<file path="src/poi_pkg.sv">
// Package for the receive path overhead interrupt register block.
// Assumes an 8-bit register space mapped one register per 32-bit Avalon word.
package poi_pkg;
	localparam int          POI_ADDR_W          = 8;
	localparam int          POI_DATA_W          = 32;
	localparam int          POI_REG_W           = 8;
	// Register indices; byte address is four times the index
	localparam logic [7:0]  POI_IDX_ALARM_STAT  = 8'h31;
	localparam logic [7:0]  POI_IDX_PTR_STAT    = 8'h32;
	localparam logic [7:0]  POI_IDX_ALARM_EN    = 8'h33;
	localparam logic [7:0]  POI_IDX_PTR_EN      = 8'h34;
	localparam logic [7:0]  POI_IDX_PTR_MSB     = 8'h36;
	// Path alarm bit positions, then enhanced RDI and shadow select bits
	localparam int          POI_B_FAR_END       = 0;
	localparam int          POI_B_PARITY        = 1;
	localparam int          POI_B_REMOTE        = 2;
	localparam int          POI_B_AIS           = 3;
	localparam int          POI_B_LOP           = 5;
	localparam int          POI_B_LABEL         = 7;
	localparam int          POI_B_ENH_RDI       = 0;
	localparam int          POI_B_SHADOW_SEL    = 6;
	// Writable bit masks, implemented alarm status bits and reset value
	localparam logic [7:0]  POI_ALARM_MASK      = 8'hbf;
	localparam logic [7:0]  POI_ALARM_IMPL      = 8'haf;
	localparam logic [7:0]  POI_ENH_MASK        = 8'h01;
	localparam logic [7:0]  POI_PTR_MASK        = 8'hbf;
	localparam logic [7:0]  POI_MSB_MASK        = 8'h40;
	localparam logic [7:0]  POI_RESET_VAL       = 8'h00;
	// Invalid new-data-flag codes
	localparam logic [3:0]  POI_NDF_BAD0        = 4'h0;
	localparam logic [3:0]  POI_NDF_BAD1        = 4'h3;
	localparam logic [3:0]  POI_NDF_BAD2        = 4'h5;
	localparam logic [3:0]  POI_NDF_BAD3        = 4'ha;
	localparam logic [3:0]  POI_NDF_BAD4        = 4'hc;
	localparam logic [3:0]  POI_NDF_BAD5        = 4'hf;

	// Error pulses and state levels from the path detectors
	typedef struct packed {
		logic       far_end_err;
		logic       parity_err;
		logic       rdi_state;
		logic       aux_rdi_state;
		logic       ais_state;
		logic       lop_state;
		logic [7:0] label;
		logic [2:0] enh_rdi_state;
	} poi_path_s;

	typedef struct packed {
		logic       ndf_active;
		logic       pos_stuff;
		logic       neg_stuff;
		logic       bad_pointer;
		logic       ndf_valid;
		logic [3:0] ndf_code;
		logic       new_ptr_no_ndf;
		logic       bad_justify;
	} poi_ptr_s;

	typedef enum logic [1:0] {
		POI_IDLE,
		POI_ANSWER
	} poi_bus_e;
endpackage

</file>
<file path="src/poi_path_overhead_interrupt_regs.sv">
// Interrupt status and enable registers of the receive path overhead processor.
// Assumes detector signals come from other clock domains and are synchronised here.
`timescale 1ns/1ps
module poi_path_overhead_interrupt_regs
	import poi_pkg::*;
(
	input  wire logic                  i_clk,
	input  wire logic                  i_arst_n,
	input  wire logic [POI_ADDR_W-1:0] i_avs_address,
	input  wire logic                  i_avs_read,
	input  wire logic                  i_avs_write,
	input  wire logic [POI_DATA_W-1:0] i_avs_writedata,
	input  wire logic [3:0]            i_avs_byteenable,
	output logic      [POI_DATA_W-1:0] o_avs_readdata,
	output logic      [1:0]            o_avs_response,
	output logic                       o_avs_waitrequest,
	input  wire poi_path_s             i_path,
	input  wire poi_ptr_s              i_ptr,
	output logic                       o_interrupt_out_n
);
	poi_path_s                 path_s1_reg;
	poi_path_s                 path_s2_reg;
	poi_path_s                 path_prev_reg;
	poi_ptr_s                  ptr_s1_reg;
	poi_ptr_s                  ptr_s2_reg;
	poi_ptr_s                  ptr_prev_reg;
	logic                      prev_valid_reg;
	logic [POI_REG_W-1:0]      alarm_stat_reg;
	logic [POI_REG_W-1:0]      enh_stat_reg;
	logic [POI_REG_W-1:0]      ptr_stat_reg;
	logic [POI_REG_W-1:0]      alarm_en_reg;
	logic [POI_REG_W-1:0]      enh_en_reg;
	logic [POI_REG_W-1:0]      ptr_en_reg;
	logic                      shadow_map_select_reg;
	poi_bus_e                  bus_state_reg;
	logic [POI_DATA_W-1:0]     readdata_reg;
	logic [1:0]                response_reg;
	logic                      irq_n_reg;
	logic [POI_REG_W-1:0]      alarm_evt;
	logic [POI_REG_W-1:0]      enh_evt;
	logic [POI_REG_W-1:0]      ptr_evt;
	logic                      access_done;
	logic                      rd_alarm;
	logic                      rd_enh;
	logic                      rd_ptr;
	logic                      wr_lane0;
	logic [POI_REG_W-1:0]      rd_seen;

	// Rising-edge detect of a synchronised level, gated until history is valid
	function automatic logic rise(input logic now, input logic was, input logic ok);
		rise = ok & now & ~was;
	endfunction

	function automatic logic bad_ndf(input logic [3:0] code);
		bad_ndf = (code == POI_NDF_BAD0) || (code == POI_NDF_BAD1) || (code == POI_NDF_BAD2) ||
			(code == POI_NDF_BAD3) || (code == POI_NDF_BAD4) || (code == POI_NDF_BAD5);
	endfunction

	// Two-flop synchronisers; the first stage feeds only the second
	always_ff @(posedge i_clk or negedge i_arst_n) begin
		if (!i_arst_n) begin
			path_s1_reg <= '0;
			path_s2_reg <= '0;
			ptr_s1_reg  <= '0;
			ptr_s2_reg  <= '0;
		end else begin
			path_s1_reg <= i_path;
			path_s2_reg <= path_s1_reg;
			ptr_s1_reg  <= i_ptr;
			ptr_s2_reg  <= ptr_s1_reg;
		end
	end

	// History for edge and change detection; first sample after reset arms it only, but history
	// starts from the synchronisers' reset zeros, so a level already high at reset still raises a change flag
	always_ff @(posedge i_clk or negedge i_arst_n) begin
		if (!i_arst_n) begin
			path_prev_reg  <= '0;
			ptr_prev_reg   <= '0;
			prev_valid_reg <= 1'b0;
		end else begin
			path_prev_reg  <= path_s2_reg;
			ptr_prev_reg   <= ptr_s2_reg;
			prev_valid_reg <= 1'b1;
		end
	end

	// Event decode; pulse inputs are treated as levels and edge-detected
	always_comb begin
		alarm_evt = '0;
		enh_evt   = '0;
		ptr_evt   = '0;
		alarm_evt[POI_B_FAR_END] = rise(path_s2_reg.far_end_err, path_prev_reg.far_end_err, prev_valid_reg);
		alarm_evt[POI_B_PARITY]  = rise(path_s2_reg.parity_err, path_prev_reg.parity_err, prev_valid_reg);
		alarm_evt[POI_B_REMOTE]  = prev_valid_reg &
			((path_s2_reg.rdi_state != path_prev_reg.rdi_state) ||
			(path_s2_reg.aux_rdi_state != path_prev_reg.aux_rdi_state));
		alarm_evt[POI_B_AIS]     = prev_valid_reg & (path_s2_reg.ais_state != path_prev_reg.ais_state);
		alarm_evt[POI_B_LOP]     = prev_valid_reg & (path_s2_reg.lop_state != path_prev_reg.lop_state);
		alarm_evt[POI_B_LABEL]   = prev_valid_reg & (path_s2_reg.label != path_prev_reg.label);
		enh_evt[POI_B_ENH_RDI]   = prev_valid_reg &
			(path_s2_reg.enh_rdi_state != path_prev_reg.enh_rdi_state);
		ptr_evt[0] = rise(ptr_s2_reg.ndf_active, ptr_prev_reg.ndf_active, prev_valid_reg);
		ptr_evt[1] = rise(ptr_s2_reg.pos_stuff, ptr_prev_reg.pos_stuff, prev_valid_reg);
		ptr_evt[2] = rise(ptr_s2_reg.neg_stuff, ptr_prev_reg.neg_stuff, prev_valid_reg);
		ptr_evt[3] = rise(ptr_s2_reg.bad_pointer, ptr_prev_reg.bad_pointer, prev_valid_reg);
		// Code is sampled with its strobe; code and strobe cross together
		ptr_evt[4] = rise(ptr_s2_reg.ndf_valid, ptr_prev_reg.ndf_valid, prev_valid_reg) &
			bad_ndf(ptr_s2_reg.ndf_code);
		ptr_evt[5] = rise(ptr_s2_reg.new_ptr_no_ndf, ptr_prev_reg.new_ptr_no_ndf, prev_valid_reg);
		ptr_evt[7] = rise(ptr_s2_reg.bad_justify, ptr_prev_reg.bad_justify, prev_valid_reg);
	end

	// Bus access: every request answers in the cycle after it is taken
	assign access_done = (bus_state_reg == POI_ANSWER);
	assign o_avs_waitrequest = (i_avs_read | i_avs_write) & ~access_done;
	assign rd_alarm = access_done & i_avs_read & (i_avs_address == POI_IDX_ALARM_STAT) & ~shadow_map_select_reg;
	assign rd_enh   = access_done & i_avs_read & (i_avs_address == POI_IDX_ALARM_STAT) & shadow_map_select_reg;
	assign rd_ptr   = access_done & i_avs_read & (i_avs_address == POI_IDX_PTR_STAT);
	assign wr_lane0 = access_done & i_avs_write & i_avs_byteenable[0];
	// Status value captured at the take edge; only these bits may be cleared
	assign rd_seen  = readdata_reg[POI_REG_W-1:0];

	always_ff @(posedge i_clk or negedge i_arst_n) begin
		if (!i_arst_n) begin
			bus_state_reg <= POI_IDLE;
		end else begin
			case (bus_state_reg)
				POI_IDLE:   bus_state_reg <= (i_avs_read | i_avs_write) ? POI_ANSWER : POI_IDLE;
				POI_ANSWER: bus_state_reg <= POI_IDLE;
				default:    bus_state_reg <= POI_IDLE;
			endcase
		end
	end

	// Sticky flags: a coincident event wins over the clearing read, and a flag set
	// between the take edge and the answer edge was not reported, so it is kept
	always_ff @(posedge i_clk or negedge i_arst_n) begin
		if (!i_arst_n) begin
			alarm_stat_reg <= POI_RESET_VAL;
			enh_stat_reg   <= POI_RESET_VAL;
			ptr_stat_reg   <= POI_RESET_VAL;
		end else begin
			alarm_stat_reg <= ((alarm_stat_reg & ~(rd_alarm ? rd_seen : POI_RESET_VAL)) | alarm_evt) &
				POI_ALARM_IMPL;
			enh_stat_reg   <= ((enh_stat_reg & ~(rd_enh ? rd_seen : POI_RESET_VAL)) | enh_evt) &
				POI_ENH_MASK;
			ptr_stat_reg   <= ((ptr_stat_reg & ~(rd_ptr ? rd_seen : POI_RESET_VAL)) | ptr_evt) &
				POI_PTR_MASK;
		end
	end

	// Enable and control registers
	always_ff @(posedge i_clk or negedge i_arst_n) begin
		if (!i_arst_n) begin
			alarm_en_reg          <= POI_RESET_VAL;
			enh_en_reg            <= POI_RESET_VAL;
			ptr_en_reg            <= POI_RESET_VAL;
			shadow_map_select_reg <= 1'b0;
		end else if (wr_lane0) begin
			if (i_avs_address == POI_IDX_ALARM_EN) begin
				if (shadow_map_select_reg) begin
					enh_en_reg <= i_avs_writedata[POI_REG_W-1:0] & POI_ENH_MASK;
				end else begin
					// Reserved bit 6 is cleared by POI_ALARM_MASK, whatever software writes
					alarm_en_reg <= i_avs_writedata[POI_REG_W-1:0] & POI_ALARM_MASK;
				end
			end
			if (i_avs_address == POI_IDX_PTR_EN) begin
				ptr_en_reg <= i_avs_writedata[POI_REG_W-1:0] & POI_PTR_MASK;
			end
			if (i_avs_address == POI_IDX_PTR_MSB) begin
				shadow_map_select_reg <= i_avs_writedata[POI_B_SHADOW_SEL];
			end
		end
	end

	// Read data and response, registered at the take edge
	always_ff @(posedge i_clk or negedge i_arst_n) begin
		if (!i_arst_n) begin
			readdata_reg <= '0;
			response_reg <= 2'h0;
		end else if ((bus_state_reg == POI_IDLE) && (i_avs_read | i_avs_write)) begin
			readdata_reg <= '0;
			response_reg <= 2'h0;
			case (i_avs_address)
				POI_IDX_ALARM_STAT: readdata_reg[POI_REG_W-1:0] <=
					shadow_map_select_reg ? enh_stat_reg : alarm_stat_reg;
				POI_IDX_PTR_STAT:   readdata_reg[POI_REG_W-1:0] <= ptr_stat_reg;
				POI_IDX_ALARM_EN:   readdata_reg[POI_REG_W-1:0] <=
					shadow_map_select_reg ? enh_en_reg : alarm_en_reg;
				POI_IDX_PTR_EN:     readdata_reg[POI_REG_W-1:0] <= ptr_en_reg;
				POI_IDX_PTR_MSB:    readdata_reg[POI_B_SHADOW_SEL] <= shadow_map_select_reg;
				default:            response_reg <= 2'h2;
			endcase
		end
	end

	assign o_avs_readdata = readdata_reg;
	assign o_avs_response = response_reg;

	always_ff @(posedge i_clk or negedge i_arst_n) begin
		if (!i_arst_n) begin
			irq_n_reg <= 1'b1;
		end else begin
			irq_n_reg <= ~(|(alarm_stat_reg & alarm_en_reg) | |(enh_stat_reg & enh_en_reg) |
				|(ptr_stat_reg & ptr_en_reg));
		end
	end

	assign o_interrupt_out_n = irq_n_reg;
endmodule

</file>
<file path="config.mk">
export PLATFORM = sky130hd
export DESIGN_NAME = poi_path_overhead_interrupt_regs
export DESIGN_NICKNAME = d
export VERILOG_FILES = /design/src/poi_pkg.sv /design/src/poi_path_overhead_interrupt_regs.sv
export SDC_FILE = /design/constraint.sdc
export NUM_CORES = 1
export LEC_CHECK = 0
export BUFFER_PORTS_ARGS = -buffer_cell sky130_fd_sc_hd__buf_2
export CAP_MARGIN = 10
export CORE_MARGIN = 2
export CORE_UTILIZATION = 40
export DETAILED_ROUTE_END_ITERATION = 8
export PLACE_DENSITY_LB_ADDON = 0.1
export SLEW_MARGIN = 20
export SYNTH_ARGS = -nofsm -noshare
export SYNTH_HDL_FRONTEND = slang
export SYNTH_SLANG_ARGS = --single-unit
</file>
<file path="constraint.sdc">
create_clock -name i_clk -period 3.8 [get_ports i_clk]
set_input_delay 0.57 -clock i_clk [delete_from_list [all_inputs] [get_ports i_clk]]
set_output_delay 0.57 -clock i_clk [all_outputs]
set_load 0.02 [all_outputs]
</file>
==> metrics.md, run 1 <==
| Metric | Value |
|---|---|
| Number of synthesized flops with an enable pin | `0` |
| # port buffers | `59` |
| IO Count | `112` |
| Final setup TNS | `0 ps` |
| LEAKAGE | `2.51 nW` |
| Dominant synthesized flop cell | `dfrtp_1` |
| Slack of the worst reg-to-reg path | `2000 ps` |
| Maximum vdd ir drop | `253 uV` |
| GRT Residual Overflow | `0` |
| Die width | `110 um` |
| Max Root-Sink Buffers | `2` |
| Antenna cells | `0` |
| Post-cts sizing count | `0` |
| Seq/Total Area, Yosys | `67.5%` |
| Worst-Skew Late Latency | `400 ps` |
| Inserted Clock Buffers | `17` |
| CP Capture Type | `output pin` |
| Largest net degree at the start of global routing | `73` |
| Cell family with most CP delay | `buffers and inverters` |
| Hold crit path type | `input port to asynchronous set/reset pin` |
| Synth async-reset ratio | `100%` |
| Syn Inst Count | `316` |
| Setup violators final | `0` |
| Crit path largest cell delay | `390 ps` |
| Final worst-path cycle share | `51.7%` |
| Adder-Cell Fraction of Synth Area | `0%` |
| Die ar. | `12200 sq um` |
| Avg Cell Area, Syn | `14.3 sq um` |
| Slew @ Worst Pin | `628 ps` |
| Dpl hpwl | `5.46 mm` |
| Global-route wire length before repair | `13.7 mm` |
| Vias in the first global route | `2683` |
| Rel. slew slack | `58.1%` |
| GRT Total Usage | `15.6%` |
| Min Clock Period, post-route | `1970 ps` |
| # Post-CTS Setup Buffers | `0` |
| Max_cap viols | `0` |
| Critical path class | `flop to output pin` |
| CTS clk-pin slew, worst paths | `50 ps` |
| CP Max Fanout | `13` |
| Routed WL | `8.31 mm` |
| Mux share of post-synthesis cell area | `6.11%` |
| WL/cell | `15.4 um` |
| Post-synthesis xor/xnor area fraction | `3.29%` |
| Nets@finish | `462` |
| Initial antenna violation count | `0` |
| RD Place Congestion | `0.746` |
| Status | `completed` |
| Row count | `38` |
| Layout cells sized above 1 | `27.8%` |
| Clock root buffer | `clkbuf_16` |
| Yosys warns | `0` |
| CP Buf/Inv Count | `3` |
| Worst-case hold slack | `177 ps` |
| Worst-path cell chain | `o21bai_1 -> buf_4 -> inv_2 -> buf_2` |
| Cts hold-fix bufs | `0` |
| Layout fillers | `953` |
| Initial Util | `41.4%` |
| Drt first pass iters | `5` |
| # H-tree levels | `4` |
| Residual DRC count | `0` |
| Compound-gate portion of the synthesized area | `8.44%` |
| Max Clock Freq | `509 MHz` |
| Reg2Reg Capture Point | `alarm_en_reg[4]` |
| Initial DRC Count | `159` |
| CP required | `3230 ps` |
| Layout Skew | `4.51 ps` |
| Final ANT Viol Nets | `0` |
| Seq cells post-synth | `122` |
| Simple-gate share of the synthesized area | `8.96%` |
| Area Growth Syn to Fin | `21.2%` |
| Area of the mapped netlist | `4520 sq um` |
| Setup crit start kind | `flop` |
| Yosys cell types | `49` |
| Core area | `10900 sq um` |
| Die Height | `110 um` |
| CTS tree | `done` |
| RR Startpoint | `shadow_map_select_reg` |
| CTS sink cnt | `122` |
| Largest family of logic cells by synthesized area | `simple AND/OR/NAND/NOR gates` |
| Slew Limit Fails | `0` |
| Vias post-DR | `2626` |
| Final Hold Viols | `0` |
| RSZ-0062 raised after global routing | `no` |
| Worst reg-to-reg path cell count | `4` |
| Via/cell ratio | `4.87` |
| Critical-path top delay cell | `dfrtp_1` |
| Worst Path Arrival | `1400 ps` |
| Pwr dens | `570 nW/um^2` |
how the worst max path moves through the flow:
stage	from	to	cells after the start	slack, ps
final	bus_state_reg[0]	o_avs_waitrequest	4	1830
after global routing	bus_state_reg[0]	o_avs_waitrequest	4	1760
after CTS	bus_state_reg[0]	o_avs_waitrequest	4	1810
after detailed placement	i_avs_address[0]	ptr_en_reg[2]	5	1450
after global placement	i_avs_address[0]	ptr_en_reg[7]	5	1450
after floorplan	i_avs_read	o_avs_waitrequest	3	1920
cells in the mapped netlist (2+ instances only):
master       n  share of area [%]
conb_1       2               0.17
buf_2        7               0.77
xnor2_1      4               0.77
nor4b_4      2                1.1
clkbuf_1     2               0.17
or3b_4       2               0.50
mux2_4       7                2.3
a22oi_1     11                1.8
o2bb2ai_1    8                1.5
a211oi_1     2               0.33
dfrtp_1    121                 67
mux2i_1      7                1.5
xor2_1      13                2.5
nor2b_1      3               0.41
nor4_1       3               0.41
o22ai_1      6               0.83
nor4bb_1     2               0.44
nand3_1      7               0.77
buf_4       25                4.1
a22o_1      12                2.3
o31ai_1      2               0.33
nor2_1       2               0.17
nor3_1       3               0.33
mux2_1       9                2.2
nand2_1     30                2.5
logic make-up after synthesis:
logic type | Yosys count
AOI/OAI and AO/OA | 49
xor gates and xnor gates | 17
DFF | 122
muxes | 23
buffers and inverters | 37
and+or+nand+nor | 66
other | 2
cell usage in the layout, fill, tap and decap left out, types with 3 or more instances in the layout:
master	synthesis	final
o2bb2ai_1	8	8
xor2_1	13	13
conb_1	2	26
clkinvlp_4	0	5
dfrtp_1	121	121
nor3_1	3	3
clkbuf_16	0	17
o22ai_1	6	6
buf_2	7	58
mux2_1	9	9
a22oi_1	11	11
buf_4	25	3
nand3_1	7	7
nor2b_1	3	3
a22o_1	12	12
nor4_1	3	3
xnor2_1	4	4
clkbuf_8	0	4
mux2_4	7	7
nand2_1	30	30
mux2i_1	7	7
metal layers:
metal	track usage [%]	vias up	part of all wire (%)	wire, um
met5	0	-	0	0
met4	6.79	0	1.2	96
met3	5.82	12	6.7	557
met2	23.0	99	47	3930
met1	20.6	1299	45	3720
li1	-	1216	-	-
where the power goes:
group | leakage [nW] | internal [W] | switching [W]
clock | 0.280 | 0.00103 | 0.000552
combinational | 0.790 | 0.0000563 | 0.000101
sequential | 1.44 | 0.00135 | 0.0000266
total | 2.51 | 0.00244 | 0.000680
worst reg2reg max path, delay by kind of cell (launching register included):
family           cells  cell delay (ps)
flip-flops           1              460
multiplexers         1              360
AND/OR/NAND/NOR      3              860
cell type report:
| type | instances | area [sq um] | share of cell area, % |
|---|---|---|---|
| inverter | 2 | 7.51 | 0.137 |
| timing repair buffer | 62 | 333 | 6.07 |
| clock buffer | 22 | 484 | 8.84 |
| multi-input combinational | 181 | 1310 | 23.9 |
| sequential | 122 | 3050 | 55.7 |
| tap | 140 | 175 | 3.20 |
| clock inverter | 10 | 116 | 2.12 |
through the flow:
stage	worst slack (ps)	area, sq um	instances	util [%]	total power [W]
after floorplan	1920	4610	340	-	0.00150
after global placement	1450	4880	507	44.6	0.00156
after detailed placement	1450	4880	507	44.6	0.00156
after CTS	1810	5480	539	50.1	0.00316
after global routing	1760	5480	539	50.1	0.00326
final	1830	5480	539	50.1	0.00312
Power figures use the tool's default switching activity.
==> run 2: changes to the inputs <==
- clock period: 3.8 -> 1.6 ns (I/O delays scaled with it)
==> metrics.md, run 2 (same netlist as run 1, synthesis figures left out) <==
| Metric | Value |
|---|---|
| # port buffers | `59 (unchanged)` |
| Hold crit path type | `input port to flop (was input port to asynchronous set/reset pin)` |
| RR Startpoint | `shadow_map_select_reg (unchanged)` |
| LEAKAGE | `2.81 nW (was 2.51 nW)` |
| IO Count | `112 (unchanged)` |
| CTS sink cnt | `122 (unchanged)` |
| Footprint of the multi-input gates | `1330 sq um (was 1310 sq um)` |
| Critical path capture point | `alarm_en_reg[5] (was o_avs_waitrequest)` |
| Inserted Clock Buffers | `17 (unchanged)` |
| Setup crit start kind | `flop (unchanged)` |
| Reg2Reg Capture Point | `alarm_en_reg[5] (was alarm_en_reg[4])` |
| RD Place Congestion | `0.775 (was 0.746)` |
| Die width | `110 um (unchanged)` |
| Commonest cells after routing, fill and taps aside | `dfrtp_1 (121), buf_2 (57), nand2_1 (29), dlygate4sd3_1 (29), buf_4 (29) (was dfrtp_1 (121), buf_2 (58), nand2_1 (30))` |
| WL/cell | `14.6 um (was 15.4 um)` |
| CP required | `1890 ps (was 3230 ps)` |
| Crit path from | `shadow_map_select_reg (was bus_state_reg[0])` |
| Commonest non-fill, non-tap cell in the layout | `dfrtp_1 (unchanged)` |
| Slack of the worst reg-to-reg path | `80 ps (was 2000 ps)` |
| CP Capture Type | `flop (was output pin)` |
| Nets@finish | `519 (was 462)` |
| Layout cells sized above 1 | `31.1% (was 27.8%)` |
| CP Max Fanout | `4 (was 13)` |
| RSZ-0062 raised after global routing | `yes (was no)` |
| Final ANT Viol Nets | `0 (unchanged)` |
| Core area | `10900 sq um (unchanged)` |
| Die Height | `110 um (unchanged)` |
| Max Root-Sink Buffers | `2 (unchanged)` |
| Area Growth Syn to Fin | `34.1% (was 21.2%)` |
| Clock root buffer | `clkbuf_16 (unchanged)` |
| Max_cap viols | `0 (unchanged)` |
| Worst Path Arrival | `1810 ps (was 1400 ps)` |
| Final Total Pwr | `0.00783 W (was 0.00312 W)` |
| Via/cell ratio | `4.70 (was 4.87)` |
| Global-route wire length before repair | `14.6 mm (was 13.7 mm)` |
| Critical path class | `flop to flop (was flop to output pin)` |
| Final Hold Viols | `0 (unchanged)` |
| Layout fillers | `940 (was 953)` |
| Min Clock Period, post-route | `1520 ps` |
| Initial DRC Count | `112 (was 159)` |
| Final worst-path cycle share | `95.0%` |
| Setup violators final | `0 (unchanged)` |
| Drt first pass iters | `4 (was 5)` |
| Routed WL | `8.70 mm (was 8.31 mm)` |
| CTS tree | `done (unchanged)` |
| Dpl hpwl | `5.75 mm (was 5.46 mm)` |
| Max Clock Freq | `658 MHz` |
| Initial antenna violation count | `0 (unchanged)` |
| Vias post-DR | `2804 (was 2626)` |
| Worst reg-to-reg path cell count | `5 (was 4)` |
| Status | `completed (unchanged)` |
| Residual DRC count | `0 (unchanged)` |
| Maximum vdd ir drop | `614 uV (was 253 uV)` |
| Slew Limit Fails | `0 (unchanged)` |
| Layout Skew | `6.19 ps (was 4.51 ps)` |
| Worst-Skew Late Latency | `400 ps (about the same)` |
| Die ar. | `12200 sq um (unchanged)` |
| Largest net degree at the start of global routing | `38 (was 73)` |
| Pwr dens | `1290 nW/um^2 (was 570 nW/um^2)` |
| Placed Cells | `531 (was 507)` |
| GRT Residual Overflow | `0 (unchanged)` |
| Row count | `38 (unchanged)` |
| Register area | `3050 sq um (unchanged)` |
| GRT Total Usage | `16.6% (was 15.6%)` |
| Antenna cells | `0 (unchanged)` |
| Initial Util | `41.4% (unchanged)` |
| CTS clk-pin slew, worst paths | `60 ps (was 50 ps)` |
| Vias in the first global route | `2838 (was 2683)` |
| Finished Layout Cells | `596 (was 539)` |
| # H-tree levels | `4 (unchanged)` |
## run 2: cell types whose count changed in the layout (fill, tap and decap cells not counted), sizes merged
cell | previous run | this run
clkinvlp | 5 | 2
inv | 2 | 7
clkinv | 3 | 4
clkbuf | 22 | 17
buf | 62 | 90
dlygate4sd3 | 0 | 29
bufinv | 2 | 4
## run 2: layout make-up
cell class	count	share of cell area, %
Clock buffer	17	7.01
Tap cell	140	2.89
Multi-Input combinational cell	181	22.0
Inverter	2	0.124
Timing Repair Buffer	119	14.1
Clock inverter	15	3.53
Sequential cell	122	50.4
## run 2: routing by layer
metal  vias up  track usage (%)  share of wire (%)
li1       1319                -                  -
met1      1400             22.4                 46
met2        78             24.6                 48
met3         7             4.94                5.6
met4         0             7.77               0.90
met5         -                0                  0
## run 2: critical path, cell delays in order (launching register included)
cell     delay [ps]
dfrtp_1         400
nor4b_4         240
nand2_1         150
nor2_4          140
buf_4           160
mux2_1          320
## run 2: worst min-delay path by stage
stage	slack [ps]	end	startpoint	cells after the start
floorplan	-60	alarm_en_reg[0]	i_arst_n	0
global placement	230	path_s1_reg[14]	i_arst_n	1
detailed placement	230	path_s1_reg[14]	i_arst_n	1
CTS	40	shadow_map_select_reg	i_avs_writedata[6]	2
global route	50	shadow_map_select_reg	i_avs_writedata[6]	2
finish	70	shadow_map_select_reg	i_avs_writedata[6]	2
## run 2: power breakdown
group | internal [W] | switching, W
registers | 0.00322 | 0.0000563
logic | 0.000223 | 0.000269
clock network | 0.00264 | 0.00143
total | 0.00608 | 0.00175
## run 2: repair_timing
item / 4_1_cts / 5_1_grt
setup buffers: 2 / 2
pin swaps: 1 / 0
gates resized for setup: 4 / 3
gates cloned: 0 / 0
hold buffers: 29 / 0
endpoints found under the hold margin: 60 / 0
endpoints found under the setup margin: 8 / 12
## run 2: through the flow
stage	hold slack, ps	setup WS (ps)	util (%)	setup TNS, ps	area, sq um
2_1_floorplan	-55.6	16.9	-	0	4610
3_3_place_gp	225	-117	46.4	-1680	5070
3_5_place_dp	228	-144	46.4	-1740	5070
4_1_cts	44.3	17.3	55.2	0	6030
5_1_grt	53.0	-11.3	55.5	-31.7	6060
6_report	66.6	79.3	55.5	0	6060
==> run 3: changes to the inputs <==
- BUFFER_PORTS_ARGS: -buffer_cell sky130_fd_sc_hd__buf_2 -> unset
- DONT_BUFFER_PORTS: unset -> 1
- PLACE_DENSITY_LB_ADDON: 0.1 -> unset
==> metrics.md, run 3 (same netlist as run 1, synthesis figures left out) <==
| Metric | Value |
|---|---|
| Critical path class | `flop to flop (unchanged)` |
| Nets@finish | `452 (was 519)` |
| Dpl hpwl | `5.43 mm (was 5.75 mm)` |
| Setup crit start kind | `flop (unchanged)` |
| Placed Cells | `458 (was 531)` |
| LEAKAGE | `2.49 nW (was 2.81 nW)` |
| GRT Residual Overflow | `0 (unchanged)` |
| Final ANT Viol Nets | `0 (unchanged)` |
| WL/cell | `15.9 um (was 14.6 um)` |
| Via/cell ratio | `4.77 (was 4.70)` |
| Worst-case hold slack | `-466 ps (was 66.6 ps)` |
| # port buffers | `0 (was 59)` |
| WP depth | `6 (was 5)` |
| Final Hold Viols | `122 (was 0)` |
| Slew @ Worst Pin | `512 ps` |
| Clock root buffer | `clkbuf_16 (unchanged)` |
| Crit path largest cell delay | `400 ps (about the same)` |
| Routed WL | `8.41 mm (was 8.70 mm)` |
| # H-tree levels | `4 (unchanged)` |
| Min Clock Period, post-route | `1580 ps (was 1520 ps)` |
| Max_cap viols | `0 (unchanged)` |
| RD Place Congestion | `0.795 (was 0.775)` |
| Layout cells sized above 1 | `17.7% (was 31.1%)` |
| Commonest cells after routing, fill and taps aside | `dfrtp_1 (121), dlygate4sd3_1 (37), nand2_1 (28) (was dfrtp_1 (121), buf_2 (57), nand2_1 (29), dlygate4sd3_1 (29), buf_4 (29))` |
| CP required | `1880 ps (was 1890 ps)` |
| Final worst-path cycle share | `98.5% (was 95.0%)` |
| RSZ-0062 raised after global routing | `yes (unchanged)` |
| Pwr dens | `1270 nW/um^2 (was 1290 nW/um^2)` |
| Initial antenna violation count | `0 (unchanged)` |
| Area Growth Syn to Fin | `25.6% (was 34.1%)` |
| CP Max Fanout | `6 (was 4)` |
| Commonest non-fill, non-tap cell in the layout | `dfrtp_1 (unchanged)` |
| Cell family with most CP delay | `simple AND/OR/NAND/NOR gates (unchanged)` |
| Global-route wire length before repair | `13.8 mm (was 14.6 mm)` |
| Die Height | `110 um (unchanged)` |
| Cts hold-fix bufs | `37 (was 29)` |
| Antenna cells | `0 (unchanged)` |
| CTS tree | `done (unchanged)` |
| Drt first pass iters | `4 (unchanged)` |
| Row count | `38 (unchanged)` |
| Worst-path cell chain | `nor4b_4 -> buf_4 -> and4_1 -> buf_6 -> nand2_2 -> a22o_1 (was nor4b_4 -> nand2_1 -> nor2_4 -> buf_4 -> mux2_1)` |
| Die ar. | `12200 sq um (unchanged)` |
| Slew Limit Fails | `0 (unchanged)` |
| Hold crit path type | `input port to asynchronous set/reset pin (was input port to flop)` |
| Maximum vdd ir drop | `736 uV (was 614 uV)` |
| Worst-Skew Late Latency | `400 ps (about the same)` |
| Failing checks | `hold timing` |
| IO Count | `112 (unchanged)` |
| Finished Layout Cells | `529 (was 596)` |
| Vias post-DR | `2523 (was 2804)` |
| Largest net degree at the start of global routing | `123 (was 38)` |
| Setup violators final | `0 (unchanged)` |
| Critical-path top delay cell | `dfrtp_1 (unchanged)` |
| CP Buf/Inv Count | `2 (was 1)` |
| Rel. slew slack | `65.9%` |
| Inserted Clock Buffers | `17 (unchanged)` |
| Slack of the worst reg-to-reg path | `20 ps (was 80 ps)` |
| Residual DRC count | `0 (unchanged)` |
| Die width | `110 um (unchanged)` |
| GRT Total Usage | `15.5% (was 16.6%)` |
| CP Capture Type | `flop (unchanged)` |
| Core area | `10900 sq um (unchanged)` |
| Final setup TNS | `0 ps (unchanged)` |
| Worst Path Arrival | `1860 ps (was 1810 ps)` |
| CTS clk-pin slew, worst paths | `60 ps (about the same)` |
| Initial Util | `41.4% (unchanged)` |
| Worst reg-to-reg path cell count | `6 (was 5)` |
| Status | `complete, but fails checks (was completed)` |
| Max Clock Freq | `634 MHz (was 658 MHz)` |
| Layout Skew | `5.85 ps (was 6.19 ps)` |
| Max Root-Sink Buffers | `2 (unchanged)` |
| Vias in the first global route | `2669 (was 2838)` |
| Initial DRC Count | `134 (was 112)` |
| CTS sink cnt | `122 (unchanged)` |
run 3: changes by cell type in the layout (fill, tap and decap cells not counted), moves of 2 or more:
cell / previous run / this run
buf_2: 57 / 0
buf_4: 29 / 11
bufinv_16: 4 / 1
clkbuf_8: 0 / 3
clkinv_2: 0 / 2
dlygate4sd3_1: 29 / 37
inv_6: 5 / 3
run 3: area by class of cell:
cell class	instances	area (sq um)
Timing Repair Buffer	52	524
Fill cell	938	5260
Tap cell	140	175
Inverter	2	10.0
Multi-Input combinational cell	181	1340
Clock inverter	12	115
Clock buffer	20	467
Sequential cell	122	3050
run 3: worst register-to-register path, delay by kind of cell (launching register included):
family,cells,cell delay [ps]
buffers and inverters,2,310
flip-flops,1,400
AND/OR/NAND/NOR,3,520
AO/OA/AOI/OAI,1,230
run 3: final timing paths:
| path | startpoint | to |
|---|---|---|
| max reg2reg | shadow_map_select_reg | alarm_stat_reg[5] |
| min reg2reg | path_s1_reg[13] | path_s2_reg[13] |
| min | i_arst_n | enh_en_reg[0] |
| max in group asynchronous | i_arst_n | o_interrupt_out_n |
| max | shadow_map_select_reg | alarm_stat_reg[5] |
| min in group i_clk | i_avs_address[2] | o_avs_readdata[6] |
run 3: report_power, final:
part | internal [W] | switching, W
Clock | 0.00227 | 0.00136
Combinational | 0.000157 | 0.000158
Sequential | 0.00322 | 0.0000716
run 3: what timing repair did:
item	CTS	global route
setup buffers	1	1
gates resized for setup	2	5
pin swaps	5	2
endpoints found under the hold margin	167	122
endpoints found under the setup margin	11	14
cloned	0	0
run 3: per-layer routing:
metal | track usage, % | vias to the layer above | part of all wire (%)
met1 | 21.2 | 1242 | 45
met5 | 0 | - | 0
met3 | 5.17 | 13 | 6.5
met4 | 6.79 | 0 | 1.8
li1 | - | 1186 | -
met2 | 22.6 | 82 | 46
run 3: metrics by stage:
step | total power [W] | instance area [sq um] | setup slack (ps) | hold WS [ps] | utilization (%)
5_1_grt | 0.00752 | 5680 | -38.0 | -490 | 51.9
4_1_cts | 0.00733 | 5650 | 0.299 | -481 | 51.7
3_5_place_dp | 0.00358 | 4670 | -80.7 | -50.6 | 42.7
6_report | 0.00724 | 5680 | 23.5 | -466 | 51.9
3_3_place_gp | 0.00357 | 4670 | -55.8 | -50.3 | 42.7
2_1_floorplan | 0.00357 | 4610 | 16.9 | -55.6 | -
